## config.mk

```make
export PLATFORM = sky130hd
export DESIGN_NAME = dps_pad_strength
export DESIGN_NICKNAME = d
export VERILOG_FILES = /design/src/hw/dps_byte_reg.v /design/src/hw/dps_pad_strength.v
export VERILOG_INCLUDE_DIRS = /design/src /design/src/hw
export SDC_FILE = /design/constraint.sdc
export NUM_CORES = 1
export LEC_CHECK = 0
export BUFFER_PORTS_ARGS = -buffer_cell sky130_fd_sc_hd__buf_2
export CAP_MARGIN = 30
export CORE_ASPECT_RATIO = 1.25
export CORE_MARGIN = 3
export CORE_UTILIZATION = 40
export CTS_BUF_LIST = sky130_fd_sc_hd__clkbuf_16
export CTS_CLUSTER_SIZE = 28
export DETAILED_ROUTE_END_ITERATION = 7
export PLACE_DENSITY = 0.67
export RECOVER_POWER = 25
export SLEW_MARGIN = 20
export SYNTH_ARGS = -nofsm -noshare
export SYNTH_HDL_FRONTEND = slang
export SYNTH_HIERARCHICAL = 1
export SYNTH_SLANG_ARGS = --single-unit
```

## constraint.sdc

```tcl
create_clock -name clk -period 2.21 [get_ports clk]
set_clock_uncertainty 0.15 [all_clocks]
set_input_delay 0.221 -clock clk [delete_from_list [all_inputs] [get_ports clk]]
set_output_delay 0.221 -clock clk [all_outputs]
set_load 0.05 [all_outputs]
```

## src/hw/dps_defines.vh

```
// Offsets, field positions, masks and reset values of the pad strength bank.
// Assumes byte offsets inside the memory-mapped window, dword aligned.
`ifndef DPS_DEFINES_VH
`define DPS_DEFINES_VH

// ----------------------------------------------------------------
// Register offsets (byte addresses, dword holding them)
// ----------------------------------------------------------------
`define DPS_OFS_ROW_WIDTH 9'h02C
`define DPS_OFS_STR_DWORD 9'h030
`define DPS_OFS_DATA_CMD 9'h030
`define DPS_OFS_CKE 9'h031
`define DPS_OFS_CS 9'h032
`define DPS_OFS_CLK 9'h033

// ----------------------------------------------------------------
// Field positions and masks
// ----------------------------------------------------------------
`define DPS_X16_MSB 6
`define DPS_X16_LSB 4
`define DPS_X8_MSB 2
`define DPS_X8_LSB 0
`define DPS_STR_MASK 8'h77
`define DPS_ROW_WIDTH_MASK 8'h0F
`define DPS_STR_RESET 8'h00
`define DPS_ROW_WIDTH_RESET 8'h00
`define DPS_CODE_RESET 3'h0

`endif

```

## src/hw/dps_byte_reg.v

```verilog
// One 8-bit read/write configuration register with a fixed writable mask.
// Assumes a synchronous, active-high reset and a one-cycle write strobe.
`include "dps_defines.vh"
`default_nettype none

module dps_byte_reg #(
  parameter [7:0] WR_MASK = `DPS_STR_MASK,
  parameter [7:0] RST_VAL = `DPS_STR_RESET
) (
  // Clock and reset
  input wire clk,
  input wire sys_rst,
  // Write side
  input wire wr_en,
  input wire [7:0] wr_byte,
  // Stored value and the value it takes at the next edge when reset is low
  output reg [7:0] q_r,
  output reg [7:0] q_nxt
);

  // ----------------------------------------------------------------
  // Storage
  // ----------------------------------------------------------------
  always @* begin
    q_nxt = q_r;
    if (wr_en) begin
      // Masked bits stay zero whatever is written
      q_nxt = wr_byte & WR_MASK;
    end
  end

  always @(posedge clk) begin
    if (sys_rst) begin
      q_r <= RST_VAL & WR_MASK;
    end else begin
      q_r <= q_nxt;
    end
  end

endmodule
`default_nettype wire

```

## src/hw/dps_pad_strength.v

```verilog
// DDR pad drive-strength register bank and per-group code selection.
// Assumes single aligned dword-or-smaller accesses on the register port.
// Assumes the row width byte sits in this bank, lane 0 of dword 02Ch.
//
// Operation
// - Register 30h, read/write, resets to zero
// - 30h bits 6:4 drive command/address outputs
// - 30h bits 2:0 drive data and strobes
// - Three-bit code, eight strengths, resets 000
// - Register 31h, bits 6:4 x16 clock-enable
// - 31h bits 2:0 x8 clock-enable code
// - Register 32h, resets zero, 6:4 x16 select
// - 32h bits 2:0 x8 chip-select code
// - Register 33h, resets zero, 6:4 x16 clock
// - 33h bits 2:0 x8 clock code
// - Clock code drives true and complement alike
// - Row width bits pick x8 or x16
// - x8 and x16 codes stored separately
// - Row width bit: 1 x8, 0 x16/empty
`include "dps_defines.vh"
`default_nettype none

module dps_pad_strength #(
  parameter ADDR_W = 9,
  parameter ROWS = 4
) (
  // Clock and reset
  input wire clk,
  input wire sys_rst,
  // Register port
  input wire [ADDR_W-1:0] reg_addr,
  input wire [3:0] reg_be,
  input wire reg_wr,
  input wire reg_rd,
  input wire [31:0] reg_wdata,
  output reg [31:0] reg_rdata_r,
  output reg reg_rvalid_r,
  // Pad strength codes
  output reg [2:0] command_strength_r,
  output reg [2:0] data_strobe_strength_r,
  output reg [3*ROWS-1:0] memory_clock_enable_strength_r,
  output reg [3*ROWS-1:0] memory_chip_select_n_strength_r,
  output reg [3*(ROWS/2)-1:0] memory_clock_true_strength_r,
  output reg [3*(ROWS/2)-1:0] memory_clock_complement_strength_r
);

  // ----------------------------------------------------------------
  // Address decode
  // ----------------------------------------------------------------
  // Low address bits are ignored: accesses are naturally aligned
  wire [ADDR_W-1:0] dword_addr = {reg_addr[ADDR_W-1:2], 2'h0};
  wire str_hit = (dword_addr == `DPS_OFS_STR_DWORD);
  wire width_hit = (dword_addr == `DPS_OFS_ROW_WIDTH);

  // ----------------------------------------------------------------
  // Strength registers, one byte lane each
  // ----------------------------------------------------------------
  wire [31:0] str_q;
  wire [31:0] str_nxt;

  // Four byte lanes of one dword hold the four strength registers
  localparam LANES = 4;
  genvar i;
  generate
    for (i = 0; i < LANES; i = i + 1) begin : g_str
      // Lane 0 at 30h, lane 1 at 31h, lane 2 at 32h, lane 3 at 33h
      dps_byte_reg #(
        .WR_MASK(`DPS_STR_MASK),
        .RST_VAL(`DPS_STR_RESET)
      ) u_str (
        .clk(clk),
        .sys_rst(sys_rst),
        .wr_en(reg_wr & str_hit & reg_be[i]),
        .wr_byte(reg_wdata[8*i+7:8*i]),
        .q_r(str_q[8*i+7:8*i]),
        .q_nxt(str_nxt[8*i+7:8*i])
      );
    end
  endgenerate

  // ----------------------------------------------------------------
  // Row device width register
  // ----------------------------------------------------------------
  wire [7:0] width_q;
  wire [7:0] width_nxt;

  dps_byte_reg #(
    .WR_MASK(`DPS_ROW_WIDTH_MASK),
    .RST_VAL(`DPS_ROW_WIDTH_RESET)
  ) u_row_width (
    .clk(clk),
    .sys_rst(sys_rst),
    .wr_en(reg_wr & width_hit & reg_be[0]),
    .wr_byte(reg_wdata[7:0]),
    .q_r(width_q),
    .q_nxt(width_nxt)
  );

  // ----------------------------------------------------------------
  // Field views of the next register values
  // ----------------------------------------------------------------
  // Using next values lets the pads follow on the writing edge itself
  wire [7:0] dc_nxt = str_nxt[7:0];
  wire [7:0] cke_nxt = str_nxt[15:8];
  wire [7:0] cs_nxt = str_nxt[23:16];
  wire [7:0] clk_nxt = str_nxt[31:24];
  wire [ROWS-1:0] row_x8 = width_nxt[ROWS-1:0];

  // Each lane keeps x16 and x8 codes in separate fields
  wire [2:0] cke_x16 = cke_nxt[`DPS_X16_MSB:`DPS_X16_LSB];
  wire [2:0] cke_x8 = cke_nxt[`DPS_X8_MSB:`DPS_X8_LSB];
  wire [2:0] cs_x16 = cs_nxt[`DPS_X16_MSB:`DPS_X16_LSB];
  wire [2:0] cs_x8 = cs_nxt[`DPS_X8_MSB:`DPS_X8_LSB];
  wire [2:0] ck_x16 = clk_nxt[`DPS_X16_MSB:`DPS_X16_LSB];
  wire [2:0] ck_x8 = clk_nxt[`DPS_X8_MSB:`DPS_X8_LSB];

  // ----------------------------------------------------------------
  // Pad code selection
  // ----------------------------------------------------------------
  // One clocked driver per output; the per-row choice is plain wiring
  wire [3*ROWS-1:0] cke_sel;
  wire [3*ROWS-1:0] cs_sel;
  wire [3*(ROWS/2)-1:0] ck_sel;

  genvar r;
  generate
    for (r = 0; r < ROWS; r = r + 1) begin : g_row
      assign cke_sel[3*r+2:3*r] = row_x8[r] ? cke_x8 : cke_x16;
      assign cs_sel[3*r+2:3*r] = row_x8[r] ? cs_x8 : cs_x16;
    end
    // A clock pair feeds two rows; one x8 row is enough to load it as x8
    for (r = 0; r < ROWS/2; r = r + 1) begin : g_ck
      wire pair_x8 = row_x8[2*r] | row_x8[2*r+1];
      assign ck_sel[3*r+2:3*r] = pair_x8 ? ck_x8 : ck_x16;
    end
  endgenerate

  // ----------------------------------------------------------------
  // Pad code registers
  // ----------------------------------------------------------------
  reg [2:0] command_strength_nxt;
  reg [2:0] data_strobe_strength_nxt;
  reg [3*ROWS-1:0] memory_clock_enable_strength_nxt;
  reg [3*ROWS-1:0] memory_chip_select_n_strength_nxt;
  reg [3*(ROWS/2)-1:0] memory_clock_true_strength_nxt;
  reg [3*(ROWS/2)-1:0] memory_clock_complement_strength_nxt;

  // Reset is folded in here so the clocked block is a plain copy
  always @* begin
    command_strength_nxt = dc_nxt[`DPS_X16_MSB:`DPS_X16_LSB];
    data_strobe_strength_nxt = dc_nxt[`DPS_X8_MSB:`DPS_X8_LSB];
    memory_clock_enable_strength_nxt = cke_sel;
    memory_chip_select_n_strength_nxt = cs_sel;
    memory_clock_true_strength_nxt = ck_sel;
    // Both halves of the differential pair share one code
    memory_clock_complement_strength_nxt = ck_sel;
    if (sys_rst) begin
      command_strength_nxt = `DPS_CODE_RESET;
      data_strobe_strength_nxt = `DPS_CODE_RESET;
      memory_clock_enable_strength_nxt = {ROWS{`DPS_CODE_RESET}};
      memory_chip_select_n_strength_nxt = {ROWS{`DPS_CODE_RESET}};
      memory_clock_true_strength_nxt = {(ROWS/2){`DPS_CODE_RESET}};
      memory_clock_complement_strength_nxt = {(ROWS/2){`DPS_CODE_RESET}};
    end
  end

  // Static levels to the pads: they move only on a write or a reset
  always @(posedge clk) begin
    command_strength_r <= command_strength_nxt;
    data_strobe_strength_r <= data_strobe_strength_nxt;
    memory_clock_enable_strength_r <= memory_clock_enable_strength_nxt;
    memory_chip_select_n_strength_r <= memory_chip_select_n_strength_nxt;
    memory_clock_true_strength_r <= memory_clock_true_strength_nxt;
    memory_clock_complement_strength_r <=
      memory_clock_complement_strength_nxt;
  end

  // ----------------------------------------------------------------
  // Read word select
  // ----------------------------------------------------------------
  // Unmapped dwords read as zero; reserved bits are zero in storage
  reg [31:0] read_word;

  always @* begin
    read_word = 32'h00000000;
    if (str_hit) begin
      read_word = str_q;
    end else if (width_hit) begin
      read_word = {24'h000000, width_q};
    end
  end

  // ----------------------------------------------------------------
  // Read path
  // ----------------------------------------------------------------
  // Stored values are read, so a read in a writing cycle sees the old one
  reg [31:0] reg_rdata_nxt;
  reg reg_rvalid_nxt;

  // Read data hold between reads for a master that samples late
  always @* begin
    reg_rvalid_nxt = reg_rd;
    reg_rdata_nxt = reg_rdata_r;
    if (reg_rd) begin
      reg_rdata_nxt = read_word;
    end
    if (sys_rst) begin
      reg_rvalid_nxt = 1'h0;
      reg_rdata_nxt = 32'h00000000;
    end
  end

  always @(posedge clk) begin
    reg_rdata_r <= reg_rdata_nxt;
    reg_rvalid_r <= reg_rvalid_nxt;
  end

endmodule
`default_nettype wire
```

==> summary.md <==
| Metric | Value |
|---|---|
| Fin nets | `518` |
| Placed Area | `0.004776 mm2` |
| Postcts setup bufs | `0` |
| Reg power frac | `54.7%` |
| CTS clk-pin slew, worst paths | `0.07 ns` |
| Core box area | `0.009809 mm2` |
| WP data arrival | `1.86 ns` |
| Internal | `0.002790 W` |
| Top-count cell post-synth | `dfxtp_1` |
| CP max-delay cell | `buf_4` |
| Initial DRC count | `76` |
| Synth Warn # | `6` |
| Antenna Cells | `0` |
| Die footprint | `about 0.012 mm2` |
| Adder-cell share of the synthesized area | `0%` |
| Min Clock Period, post-route | `1.828 ns` |
| Number of global-route vias before repair | `2,939` |
| Overflow after GRT | `0` |
| Worst path top cell family by delay | `buffers and inverters` |
| Die Ht | `119.4 um` |
| Clk buf depth | `2` |
| CP Launch Type | `primary input` |
| Setup_tns | `0 ns` |
| GPL Wtd Cong | `0.7888` |
| # setup viols final | `0` |
| Row cnt | `40` |
| Starting Density | `41.94%` |
| Largest family of logic cells by synthesized area | `simple AND/OR/NAND/NOR gates` |
| Post-synth ARST share | `0%` |
| Cell Chain, Critical Path | `dlygate4sd3_1 > clkbuf_1 > buf_4 > nor2_1` |
| Num CTS Buffers | `9` |
| Max-slew violations | `0` |
| Fin. Hold Viols | `0` |
| Status | `finished clean` |
| Lkg Pwr | `2.013 nW` |
| Antenna violations before repair | `0` |
| Post-route cell area | `0.005005 mm2` |
| Worst-Skew Late Latency | `about 0.34 ns` |
| Reg-to-reg slack, setup | `0.90 ns` |
| Slew Limit Headroom | `43.27%` |
| Sw power | `0.0008271 W` |
| H-tree levels | `3` |
| Tot GR Track Use | `15.83%` |
| Via Count | `between 2,000 and 3,000` |
| Die Width | `between 90 and 100 um` |
| Max stage delay on crit path | `0.68 ns` |
| Hold Path Class | `primary input to register` |
| Share of cells above drive strength 1 | `26.58%` |
| Share of the synthesized area in the top cell type | `53.04%` |
| Power Density | `roughly 720 mW/mm2` |
| Layout fillers | `959` |
| CP Max Fanout | `84` |
| # IOs | `124` |
| Largest area contributor in the netlist | `dfxtp_1` |
| Worst VDD drop | `0.3449 mV` |
| Combinational fraction of design power | `4.4%` |
| Least-Margin Pin Slew | `0.8509 ns` |
| Synthesized Nets | `411` |
| Post-synth EDFFs | `0` |
| Synth Area per Inst | `11.36 um2` |
| Simple-Gate Fraction of Synth Area | `17.82%` |
| Max-Cap Viols | `0` |
| Largest net degree at the start of global routing | `85` |
| RSZ-0062 raised after global routing | `no` |
| Area grow syn2layout | `21.65%` |
| Cells after synthesis | `between 300 and 400` |
| Clock power frac | `roughly 40%` |
| Crit path kind | `primary input to register` |
| Required @ worst endpoint | `2.25 ns` |
| Root Buffer | `clkbuf_16` |
| CTS tree | `built` |
| Top post-synthesis cells by count | `dfxtp_1 (109), nor2b_1 (59), nor2_1 (36), mux2_4 (28)` |
| TritonCTS sink count | `between 100 and 150` |
| ANT nets after route | `0` |
| PortBufs | `between 100 and 150` |
| FMAX | `547.1 MHz` |
| Post-Syn Area | `0.004114 mm2` |
| WP buf/inv | `3` |
| DP HPWL | `roughly 6300 um` |
| DRC violations left | `0` |
| DR WL/cell | `15.55 um` |
| Final wirelength | `roughly 9300 um` |
| Kind of end point of the critical path | `register` |
| Hold_ws | `0.07273 ns` |
| Vias/cell | `4.927` |
| Total iterations of the first detailed-routing run | `4` |
| First-pass GRT wire length | `14,660 um` |
| Synth top area cells | `dfxtp_1 (53%), mux2_4 (10%), nor2b_1 (9.0%)` |
| Yosys reg bits | `109` |
| Post-Synth XOR/XNOR Area | `0%` |
| Seq/Total Area, Yosys | `roughly 53%` |
| Top FF cell, synth | `dfxtp_1` |
| Switch share | `between 20% and 30%` |
| Final period util | `82.71%` |
| Synth unique cells | `22` |
| Synth Area in Compound Gates | `8.273%` |
| Mux contribution to synthesized area | `16.06%` |
## worst register-to-register path: stages (launching register included)
cell     delay, ns
dfxtp_1       0.32
mux2_4        0.37
nor2_2        0.19
nand2_1       0.08
a21oi_1       0.12
## path summary, 6_finish.rpt
path / end / startpoint / cells after the start
worst max-delay path: memory_clock_enable_strength_r[8] / sys_rst / 4
worst min-delay path: g_str[0].u_str/q_r[5] / reg_wdata[5] / 3
worst max register to register: memory_clock_complement_strength_r[3] / u_row_width/q_r[2] / 4
worst min register to register: reg_rdata_r[15] / g_str[1].u_str/q_r[7] / 1
## flip-flops by register name (all words and copies together) (netlist names)
register	flops
g_str.u_str/q_r	32
reg_rdata_r	32
memory_chip_select_n_strength_r	12
memory_clock_enable_strength_r	12
u_row_width/q_r	8
memory_clock_complement_strength_r	6
command_strength_r	3
data_strobe_strength_r	3
reg_rvalid_r	1
## cell type report
type / instances / area (um2) / area share [%]
Sequential cell: 109 / 2182 / 43.60
Timing Repair Buffer: 126 / 646.9 / 12.92
Tap cell: 126 / 157.7 / 3.150
Clock buffer: 9 / 225.2 / 4.500
Clock inverter: 7 / 51.30 / 1.025
Multi-Input combinational cell: 223 / 1742 / 34.80
## power groups by stage
stage | clock [W] | combinational, W | sequential [W]
after floorplan | 0 | 0.0000513 | 0.00205
after global placement | 0 | 0.000155 | 0.00202
after detailed placement | 0 | 0.000159 | 0.00202
after CTS | 0.00152 | 0.000161 | 0.00198
after global routing | 0.00160 | 0.000171 | 0.00198
final | 0.00148 | 0.000159 | 0.00198
## repair_timing
item	CTS	global route
gates resized for setup	0	0
hold buffers	1	0
hold endpoints to repair	1	0
## layout by cell type, fill, tap and decap left out, types with 9 or more instances in the layout
cell type	n
nor2b_1	59
buf_2	68
mux2i_1	24
dfxtp_1	109
clkbuf_16	9
clkbuf_1	46
a22o_1	24
mux2_4	28
nor2_1	33
## metal layers
metal	up-vias	wire (um)	global-route usage, %
met5	-	0	0
met4	0	116	4.917
met3	10	471	4.277
met2	79	4509	26.94
met1	1401	4233	19.47
li1	1466	-	-
## stage by stage
step                cells  utilization (%)  setup slack [ns]  power (W)
floorplan             362                -           0.02108   0.002104
CTS                   600            51.61            0.4341   0.003657
finish                600            51.02            0.3822   0.003617
detailed placement    583            48.69           0.07768   0.002182
global placement      582            48.57           0.09769   0.002177
global route          600            51.02            0.3208   0.003753
## cell families after synthesis
kind of cell           count (synthesis)
AO/OA/AOI/OAI                         44
buffers and inverters                 30
flip-flops                           109
multiplexers                          52
AND/OR/NAND/NOR                      127
No activity file was read; power rests on OpenSTA's default activity.
